--- src/rtl/dss_pkg.sv ---
// Package for the DMA service channel select bank: offsets, reset values, field layouts.
// Assumes a 32-bit APB register bus and nine DMA channel engines on the same clock.
package dss_pkg;

	// ==========================================================================
	// Sizes
	// ==========================================================================
	localparam int DSS_NUM_CHAN = 9;
	localparam int DSS_NUM_SRC = 7;
	localparam int DSS_SEL_W = 4;
	localparam int DSS_ADDR_W = 12;

	// ==========================================================================
	// Register map
	// ==========================================================================
	localparam logic [DSS_ADDR_W-1:0] DSS_OFS_SEL_ZERO = 12'h004;
	localparam logic [DSS_ADDR_W-1:0] DSS_OFS_SEL_ONE = 12'h008;
	localparam logic [31:0] DSS_RST_SEL_ZERO = 32'h0fffffff;
	localparam logic [31:0] DSS_RST_SEL_ONE = 32'h0fffffff;

	// Highest code that names a channel; codes above it are reserved.
	localparam logic [DSS_SEL_W-1:0] DSS_MAX_CODE = 4'h8;

	// Request source indices.
	localparam int DSS_SRC_SP0_RX = 0;
	localparam int DSS_SRC_SP0_TX = 1;
	localparam int DSS_SRC_CONV_RX = 2;
	localparam int DSS_SRC_AP1_TX = 3;
	localparam int DSS_SRC_AP1_RX = 4;
	localparam int DSS_SRC_AP0_TX = 5;
	localparam int DSS_SRC_AP0_RX = 6;

	// ==========================================================================
	// Field layouts
	// ==========================================================================
	typedef struct packed {
		logic [23:0] other_ports;
		logic [3:0] serial_port0_tx_chan_sel;
		logic [3:0] serial_port0_rx_chan_sel;
	} dss_sel_zero_s;

	typedef struct packed {
		logic [3:0] rsvd_hi;
		logic [3:0] converter_rx_chan_sel;
		logic [7:0] rsvd_mid;
		logic [3:0] async_port1_tx_chan_sel;
		logic [3:0] async_port1_rx_chan_sel;
		logic [3:0] async_port0_tx_chan_sel;
		logic [3:0] async_port0_rx_chan_sel;
	} dss_sel_one_s;

	typedef struct packed {
		logic [31:0] prdata;
		logic pready;
		logic pslverr;
	} dss_apb_rsp_s;

endpackage

--- src/rtl/dss_channel_select.sv ---
// Service channel select bank: two APB registers whose 4-bit fields route seven peripheral
// request lines to nine DMA channels, and route each channel's acknowledge back.
// Assumes requests and acknowledges come from logic on pclk, so they are not synchronised.
//
// Functional notes
// (RULE1) Codes 0..8 pick channels 0..8; other codes pick no channel.
// (RULE2) Register zero bits 3:0 route serial port 0 receive requests.
// (RULE3) Register zero bits 7:4 route serial port 0 transmit requests.
// (RULE4) Register one bits 27:24 route converter receive requests.
// (RULE5) Register one bits 15:12 route async port 1 transmit requests.
// (RULE6) Register one bits 11:8 route async port 1 receive requests.
// (RULE7) Register one bits 7:4 route async port 0 transmit requests.
// (RULE8) All register one fields share the common channel code.
// (RULE9) Register one sits at 0x08, read/write, resets to 0x0fffffff.
// (RULE10) Register one bits 3:0 route async port 0 receive requests.
// (RULE11) Reserved codes route nowhere; a channel forwards only its selecting peripheral.
`timescale 1ns/1ps

module dss_channel_select
	import dss_pkg::*;
(
	input wire logic pclk, // APB and routing clock
	input wire logic presetn, // Asynchronous reset, active low
	input wire logic pce, // Clock enable; all state holds while low
	input wire logic psel, // APB select
	input wire logic penable, // APB access phase
	input wire logic pwrite, // APB write when high
	input wire logic [DSS_ADDR_W-1:0] paddr, // APB byte address
	input wire logic [31:0] pwdata, // APB write data
	output logic [31:0] prdata, // APB read data
	output logic pready, // APB ready
	output logic pslverr, // APB error on unmapped address
	input wire logic [DSS_NUM_SRC-1:0] periph_req, // Peripheral request lines
	output logic [DSS_NUM_SRC-1:0] periph_ack, // Acknowledge to each peripheral
	input wire logic [DSS_NUM_CHAN-1:0] chan_ack, // Acknowledge from each channel
	output logic [DSS_NUM_CHAN-1:0] chan_req // Request to each channel
);

	// ==========================================================================
	// Functions
	// ==========================================================================
	// Turns a channel code into a one-hot channel vector, empty for reserved codes.
	function automatic logic [DSS_NUM_CHAN-1:0] dss_decode(input logic [DSS_SEL_W-1:0] code);
		logic [DSS_NUM_CHAN-1:0] hot;
		hot = '0;
		if (code <= DSS_MAX_CODE) begin // [RULE1]
			hot[code] = 1'h1;
		end
		return hot;
	endfunction

	// Keeps only the lowest set bit, so the lowest source index owns a shared channel.
	function automatic logic [DSS_NUM_SRC-1:0] dss_first(input logic [DSS_NUM_SRC-1:0] want);
		logic [DSS_NUM_SRC-1:0] pick;
		logic taken;
		pick = '0;
		taken = 1'h0;
		for (int s = 0; s < DSS_NUM_SRC; s++) begin
			if (want[s] && !taken) begin
				pick[s] = 1'h1;
				taken = 1'h1;
			end
		end
		return pick;
	endfunction

	// Compares the bus address with one register offset.
	function automatic logic dss_hit(input logic [DSS_ADDR_W-1:0] addr, input logic [DSS_ADDR_W-1:0] ofs);
		return addr == ofs;
	endfunction

	// ==========================================================================
	// Registers
	// ==========================================================================
	dss_sel_zero_s sel_zero;
	dss_sel_one_s sel_one;
	dss_sel_zero_s wd_zero;
	dss_sel_one_s wd_one;
	dss_apb_rsp_s rsp_q;
	logic [DSS_NUM_CHAN-1:0] chan_req_q;
	logic [DSS_NUM_SRC-1:0] periph_ack_q;

	logic [DSS_SEL_W-1:0] serial_port0_rx_chan_sel_q;
	logic [DSS_SEL_W-1:0] serial_port0_tx_chan_sel_q;
	logic [23:0] zero_store_q;
	logic [DSS_SEL_W-1:0] converter_rx_chan_sel_q;
	logic [DSS_SEL_W-1:0] async_port1_tx_chan_sel_q;
	logic [DSS_SEL_W-1:0] async_port1_rx_chan_sel_q;
	logic [DSS_SEL_W-1:0] async_port0_tx_chan_sel_q;
	logic [DSS_SEL_W-1:0] async_port0_rx_chan_sel_q;
	logic [3:0] one_hi_q;
	logic [7:0] one_mid_q;

	// Reset images of both registers, viewed field by field.
	localparam dss_sel_zero_s RST_ZERO = DSS_RST_SEL_ZERO;
	localparam dss_sel_one_s RST_ONE = DSS_RST_SEL_ONE;

	// ==========================================================================
	// Bus decode
	// ==========================================================================
	// One-hot bus state: idle, or answering the access phase of one transfer.
	typedef enum logic [1:0] {
		DSS_BUS_IDLE = 2'h1,
		DSS_BUS_ANSWER = 2'h2
	} dss_bus_e;

	dss_bus_e bus_q;
	dss_bus_e bus_d;
	logic setup_phase;
	logic access_done;
	logic hit_zero;
	logic hit_one;
	logic wr_zero;
	logic wr_one;

	assign setup_phase = psel & ~penable;
	assign access_done = psel & penable & (bus_q == DSS_BUS_ANSWER);
	assign hit_zero = dss_hit(paddr, DSS_OFS_SEL_ZERO);
	assign hit_one = dss_hit(paddr, DSS_OFS_SEL_ONE);
	assign wr_zero = access_done & pwrite & hit_zero;
	assign wr_one = access_done & pwrite & hit_one;
	assign wd_zero = pwdata;
	assign wd_one = pwdata;

	// A new setup may follow the access phase at once, so both states look at it.
	always_comb begin
		unique case (bus_q)
			DSS_BUS_IDLE: begin
				bus_d = setup_phase ? DSS_BUS_ANSWER : DSS_BUS_IDLE;
			end
			DSS_BUS_ANSWER: begin
				bus_d = setup_phase ? DSS_BUS_ANSWER : DSS_BUS_IDLE;
			end
			default: begin
				bus_d = DSS_BUS_IDLE;
			end
		endcase
	end

	always_ff @(posedge pclk or negedge presetn) begin
		if (!presetn) begin
			bus_q <= DSS_BUS_IDLE;
		end else if (pce) begin
			bus_q <= bus_d;
		end
	end

	// ==========================================================================
	// APB response
	// ==========================================================================
	// The answer is prepared in the setup cycle so the access phase completes at once
	// while all bus outputs still come from flip-flops.
	always_ff @(posedge pclk or negedge presetn) begin
		if (!presetn) begin
			rsp_q <= '0;
		end else if (pce) begin
			rsp_q.pready <= setup_phase;
			rsp_q.pslverr <= setup_phase & ~(hit_zero | hit_one);
			if (setup_phase && !pwrite && hit_zero) begin
				rsp_q.prdata <= sel_zero;
			end else if (setup_phase && !pwrite && hit_one) begin
				rsp_q.prdata <= sel_one; // [RULE9]
			end else begin
				rsp_q.prdata <= '0;
			end
		end
	end

	// ==========================================================================
	// Register zero fields
	// ==========================================================================
	always_ff @(posedge pclk or negedge presetn) begin
		if (!presetn) begin
			serial_port0_rx_chan_sel_q <= RST_ZERO.serial_port0_rx_chan_sel;
		end else if (pce && wr_zero) begin
			serial_port0_rx_chan_sel_q <= wd_zero.serial_port0_rx_chan_sel; // [RULE2]
		end
	end

	always_ff @(posedge pclk or negedge presetn) begin
		if (!presetn) begin
			serial_port0_tx_chan_sel_q <= RST_ZERO.serial_port0_tx_chan_sel;
		end else if (pce && wr_zero) begin
			serial_port0_tx_chan_sel_q <= wd_zero.serial_port0_tx_chan_sel; // [RULE3]
		end
	end

	always_ff @(posedge pclk or negedge presetn) begin
		if (!presetn) begin
			zero_store_q <= RST_ZERO.other_ports;
		end else if (pce && wr_zero) begin
			zero_store_q <= wd_zero.other_ports;
		end
	end

	// ==========================================================================
	// Register one fields
	// ==========================================================================
	always_ff @(posedge pclk or negedge presetn) begin
		if (!presetn) begin
			converter_rx_chan_sel_q <= RST_ONE.converter_rx_chan_sel; // [RULE9]
		end else if (pce && wr_one) begin
			converter_rx_chan_sel_q <= wd_one.converter_rx_chan_sel; // [RULE4]
		end
	end

	always_ff @(posedge pclk or negedge presetn) begin
		if (!presetn) begin
			async_port1_tx_chan_sel_q <= RST_ONE.async_port1_tx_chan_sel; // [RULE9]
		end else if (pce && wr_one) begin
			async_port1_tx_chan_sel_q <= wd_one.async_port1_tx_chan_sel; // [RULE5]
		end
	end

	always_ff @(posedge pclk or negedge presetn) begin
		if (!presetn) begin
			async_port1_rx_chan_sel_q <= RST_ONE.async_port1_rx_chan_sel; // [RULE9]
		end else if (pce && wr_one) begin
			async_port1_rx_chan_sel_q <= wd_one.async_port1_rx_chan_sel; // [RULE6]
		end
	end

	always_ff @(posedge pclk or negedge presetn) begin
		if (!presetn) begin
			async_port0_tx_chan_sel_q <= RST_ONE.async_port0_tx_chan_sel; // [RULE9]
		end else if (pce && wr_one) begin
			async_port0_tx_chan_sel_q <= wd_one.async_port0_tx_chan_sel; // [RULE7]
		end
	end

	always_ff @(posedge pclk or negedge presetn) begin
		if (!presetn) begin
			async_port0_rx_chan_sel_q <= RST_ONE.async_port0_rx_chan_sel; // [RULE9]
		end else if (pce && wr_one) begin
			async_port0_rx_chan_sel_q <= wd_one.async_port0_rx_chan_sel; // [RULE10]
		end
	end

	always_ff @(posedge pclk or negedge presetn) begin
		if (!presetn) begin
			one_hi_q <= RST_ONE.rsvd_hi; // [RULE9]
		end else if (pce && wr_one) begin
			one_hi_q <= wd_one.rsvd_hi;
		end
	end

	always_ff @(posedge pclk or negedge presetn) begin
		if (!presetn) begin
			one_mid_q <= RST_ONE.rsvd_mid; // [RULE9]
		end else if (pce && wr_one) begin
			one_mid_q <= wd_one.rsvd_mid;
		end
	end

	// ==========================================================================
	// Register views
	// ==========================================================================
	always_comb begin
		sel_zero.other_ports = zero_store_q;
		sel_zero.serial_port0_tx_chan_sel = serial_port0_tx_chan_sel_q;
		sel_zero.serial_port0_rx_chan_sel = serial_port0_rx_chan_sel_q;
	end

	always_comb begin
		sel_one.rsvd_hi = one_hi_q;
		sel_one.converter_rx_chan_sel = converter_rx_chan_sel_q;
		sel_one.rsvd_mid = one_mid_q;
		sel_one.async_port1_tx_chan_sel = async_port1_tx_chan_sel_q;
		sel_one.async_port1_rx_chan_sel = async_port1_rx_chan_sel_q;
		sel_one.async_port0_tx_chan_sel = async_port0_tx_chan_sel_q;
		sel_one.async_port0_rx_chan_sel = async_port0_rx_chan_sel_q;
	end

	// ==========================================================================
	// Routing
	// ==========================================================================
	logic [DSS_NUM_CHAN-1:0] src_hot [DSS_NUM_SRC];
	logic [DSS_NUM_SRC-1:0] want [DSS_NUM_CHAN];
	logic [DSS_NUM_SRC-1:0] owner [DSS_NUM_CHAN];
	logic [DSS_NUM_CHAN-1:0] route_req;
	logic [DSS_NUM_SRC-1:0] route_ack;

	always_comb begin
		src_hot[DSS_SRC_SP0_RX] = dss_decode(serial_port0_rx_chan_sel_q); // [RULE2]
		src_hot[DSS_SRC_SP0_TX] = dss_decode(serial_port0_tx_chan_sel_q); // [RULE3]
		src_hot[DSS_SRC_CONV_RX] = dss_decode(converter_rx_chan_sel_q); // [RULE4] [RULE8]
		src_hot[DSS_SRC_AP1_TX] = dss_decode(async_port1_tx_chan_sel_q); // [RULE5] [RULE8]
		src_hot[DSS_SRC_AP1_RX] = dss_decode(async_port1_rx_chan_sel_q); // [RULE6] [RULE8]
		src_hot[DSS_SRC_AP0_TX] = dss_decode(async_port0_tx_chan_sel_q); // [RULE7] [RULE8]
		src_hot[DSS_SRC_AP0_RX] = dss_decode(async_port0_rx_chan_sel_q); // [RULE10] [RULE8]
	end

	// Each channel lists the peripherals whose field names it.
	always_comb begin
		for (int c = 0; c < DSS_NUM_CHAN; c++) begin
			for (int s = 0; s < DSS_NUM_SRC; s++) begin
				want[c][s] = src_hot[s][c];
			end
		end
	end

	// When two peripherals name the same channel, the lower source index owns it, so a
	// channel never sees a mixture of two peripherals' requests.
	always_comb begin
		for (int c = 0; c < DSS_NUM_CHAN; c++) begin
			owner[c] = dss_first(want[c]); // [RULE11]
		end
	end

	always_comb begin
		route_req = '0;
		for (int c = 0; c < DSS_NUM_CHAN; c++) begin
			route_req[c] = |(owner[c] & periph_req); // [RULE11]
		end
	end

	always_comb begin
		route_ack = '0;
		for (int c = 0; c < DSS_NUM_CHAN; c++) begin
			route_ack = route_ack | (owner[c] & {DSS_NUM_SRC{chan_ack[c]}}); // [RULE11]
		end
	end

	// ==========================================================================
	// Output flops
	// ==========================================================================
	always_ff @(posedge pclk or negedge presetn) begin
		if (!presetn) begin
			chan_req_q <= '0;
		end else if (pce) begin
			chan_req_q <= route_req; // [RULE11]
		end
	end

	always_ff @(posedge pclk or negedge presetn) begin
		if (!presetn) begin
			periph_ack_q <= '0;
		end else if (pce) begin
			periph_ack_q <= route_ack; // [RULE11]
		end
	end

	// ==========================================================================
	// Outputs
	// ==========================================================================
	assign prdata = rsp_q.prdata;
	assign pready = rsp_q.pready;
	assign pslverr = rsp_q.pslverr;
	assign chan_req = chan_req_q;
	assign periph_ack = periph_ack_q;

endmodule

--- config.mk ---
export PLATFORM = sky130hd
export DESIGN_NAME = dss_channel_select
export DESIGN_NICKNAME = d
export VERILOG_FILES = /design/src/rtl/dss_pkg.sv /design/src/rtl/dss_channel_select.sv
export SDC_FILE = /design/constraint.sdc
export NUM_CORES = 1
export LEC_CHECK = 0
export BUFFER_PORTS_ARGS = -buffer_cell sky130_fd_sc_hd__buf_2
export CAP_MARGIN = 20
export CORE_ASPECT_RATIO = 1.25
export CORE_MARGIN = 2
export CORE_UTILIZATION = 50
export CTS_CLUSTER_SIZE = 25
export DETAILED_ROUTE_END_ITERATION = 10
export GPL_TIMING_DRIVEN = 0
export PLACE_DENSITY = 0.84
export SYNTH_ARGS = -nofsm -noshare
export SYNTH_HDL_FRONTEND = slang
export SYNTH_SLANG_ARGS = --single-unit
--- constraint.sdc ---
create_clock -name pclk -period 2.1 [get_ports pclk]
set_input_delay 0.315 -clock pclk [delete_from_list [all_inputs] [get_ports pclk]]
set_output_delay 0.315 -clock pclk [all_outputs]
set_load 0.02 [all_outputs]
==> reports/results.tsv <==
metric	value	unit
XOR/XNOR Fraction of Synth Area	0	
synthesized instance count	682	
simple-gate area share of the yosys netlist	0.229	
max_cap viols	0	
sequential share of power	0.402	
Initial Util	0.514	
Distinct cells, synth	67	
critical path cell sequence	nor4b_2, nor2b_1, nand2_1, a21oi_2, a311oi_1, a31oi_1	
largest net degree at the start of global routing	66	
HP Class	in2reg	
Synth Area per Inst	10.1	sq um
EDFF count, synth	0	
crit path time final	2.11	ns
final setup margin	-0.0145	ns
Die H	135	um
Mapped Area	6870	sq um
Layout Skew	0.00674	ns
Placer Congestion	0.997	
Max-slew headroom	0.515	
Wirelength per Cell	21.7	um
Max FO, Critical Path	8	
buffer and inverter count on the worst path	0	
CP peak stage delay	0.65	ns
Startpoint Class	register	
drt pass-1 iters	7	
Sw Share	0.242	
top layer in use	met4	
CORE AREA	13300	sq um
dpl hpwl	15300	um
adder-cell share of the synthesized area	0.00182	
post-layout util	0.672	
M1 WL	8600	um
YS warnings	0	
Met3 Wirelength	1810	um
Layout area overhead	30.6	%
Synth Register Bits	116	
Worst Tran Pin Value	0.728	ns
Starting DRT DRC Count	670	
Vias/cell	6.40	
H-tree Lvls	4	
leading cell types in the layout, fill and taps excluded	buf_2, nor2_1, mux2_2, dfrtp_1, dfstp_2	
RSZ-0062 raised after global routing	true	
pre-CTS setup slack	-0.395	ns
vias in the first global route	6144	
logic gate share of total power	0.088	
status	finished, violations left	
endpoint class of the critical path	register	
vias	6491	
largest family of logic cells by synthesized area	simple AND/OR/NAND/NOR gates	
achievable clock frequency	473	MHz
grt ovf	0	
wire length of the first global-routing pass	33400	um
Leak	3.67	nW
worst-case clock buffer depth	2	
WL final	22000	um
clock power share	0.510	
final net count	898	
WS Path Type	reg2reg	
final count of hold timing violations	0	
Worst VDD drop	0.437	mV
critical path's slowest cell	dfstp_2	
total clock buffers created by CTS	17	
row count	47	
met2 wire len	10400	um
Hold WS	0.137	ns
violated checks	negative setup slack	
clk slew on worst S/H paths	0.06	ns
proportion of synthesized area in mux cells	0.106	
clk_lat worst skew	0.41	ns
count of input and output buffers	110	
sequential element share of the synthesized area	0.433	
GRT Overall Usage	0.300	
Synth Area in Compound Gates	0.180	
DRC	0	
share of layout cells above drive strength 1	0.506	
dominant synthesized flop cell	dfrtp_1	
Power Total	5.86	mW
die width	109	um
clk sinks	116	
Critical Path RT	2.36	ns
Arr. time, crit path	2.37	ns
CP top delay family	simple AND/OR/NAND/NOR gates	
most common cell after layout, fill and taps aside	buf_2	
antenna diode count	0	
final setup vio count	3	
count of pins over their slew limit	0	
PwrDens	654	nW/um^2
asr flop ratio synth	1.00	
Power Internal	4.44	mW
die area	14700	sq um
Antenna Nets Post-Route	0	
initial antenna violation count	0	
clk root buf	clkbuf_16	
CTS tree	yes	
synthesized net count	749	
Final Cycle Share	1.01	
num ports	116	
Switch Pwr	1.42	mW
## cell type report
class	instances	area, sq um
Tap cell	171	214
Sequential cell	116	2970
Inverter	11	41.3
Multi-Input combinational cell	500	4050
Clock buffer	23	478
Buffer	50	319
Fill cell	984	4380
Clock inverter	9	129
Timing Repair Buffer	135	763
## per-stage QoR
step                      setup TNS (ns)  cells  instance area (sq um)
after global placement            -63.68    963                   7630
after floorplan                        0    682                   6870
after detailed placement          -25.97    965                   7670
after CTS                        -0.0758    996                   8580
final                            -0.0335   1015                   8970
after global routing              -0.243   1015                   8970
## logic make-up after synthesis
group	after synthesis
AO/OA/AOI/OAI	159
multiplexers	65
adder cells (fa/ha/maj)	1
flip-flops	116
buffers and inverters	66
AND/OR/NAND/NOR	275
## Yosys cell counts, drive strengths merged, types with 3 or more instances
cell type | n | area share
nor2 | 82 | 0.046
mux2 | 63 | 0.10
dfrtp | 59 | 0.22
dfstp | 57 | 0.22
a21oi | 44 | 0.043
nand2 | 40 | 0.022
a22oi | 37 | 0.055
buf | 32 | 0.030
nand3 | 24 | 0.017
clkbuf | 23 | 0.013
nor4b | 19 | 0.024
a31oi | 18 | 0.016
nor2b | 15 | 0.014
nor3 | 15 | 0.013
o21ai | 13 | 0.0095
inv | 11 | 0.0060
nand3b | 11 | 0.012
nand4 | 11 | 0.010
nor4 | 11 | 0.010
a211oi | 7 | 0.0077
and4bb | 6 | 0.011
nor3b | 6 | 0.0066
nor4bb | 6 | 0.0087
o22ai | 6 | 0.0055
a221oi | 5 | 0.0073
o211ai | 5 | 0.0055
or4 | 5 | 0.0055
and4b | 4 | 0.0058
nand2b | 4 | 0.0036
nand4b | 4 | 0.0051
or3b | 4 | 0.0055
o311ai | 3 | 0.0038
o31ai | 3 | 0.0033
## power groups by stage
stage	Clock (mW)	Sequential, mW	Combinational, mW
finish	2.99	2.36	0.513
global route	3.11	2.36	0.556
CTS	3.00	2.36	0.506
detailed placement	0	2.39	0.499
global placement	0	2.39	0.485
floorplan	0	2.47	0.154
## registers in the layout (all words and copies together) (netlist names), 7 cells and up
register / cells
prdata: 32
zero_store_q: 24
periph_ack: 7
one_mid_q: 8
chan_req: 9
## final timing paths
path | endpoint | depth (start not counted) | start | slack, ns
worst max-delay path | periph_ack[6] | 6 | serial_port0_rx_chan_sel_q[1] | -0.01
worst min-delay path | converter_rx_chan_sel_q[0] | 3 | pwdata[24] | 0.14
worst max register to register | periph_ack[6] | 6 | serial_port0_rx_chan_sel_q[1] | -0.01
worst min register to register | prdata[20] | 2 | prdata[20] | 0.51
max in group asynchronous | async_port1_tx_chan_sel_q[0] | 3 | presetn | 0.79
min in group asynchronous | zero_store_q[20] | 2 | presetn | 0.51
## worst reg2reg max path: cells and delay by family, from the launching register on
| kind | cells | cell delay (ns) |
|---|---|---|
| flip-flops | 1 | 0.65 |
| AND/OR/NAND/NOR | 3 | 0.79 |
| AO/OA/AOI/OAI | 3 | 0.51 |
## repair_timing
action	CTS	global route
pin swaps	4	10
resized for setup	55	52
setup buffers	2	20
endpoints found under the setup margin	14	50
hold buffers	1	0
hold endpoints to repair	34	0
## per-layer routing
layer,track usage,vias to the layer above
li1,-,2878
met1,0.392,3098
met2,0.469,397
met3,0.0632,118
met4,0.152,0
met5,0,-
No activity file was read; power rests on OpenSTA's default activity.
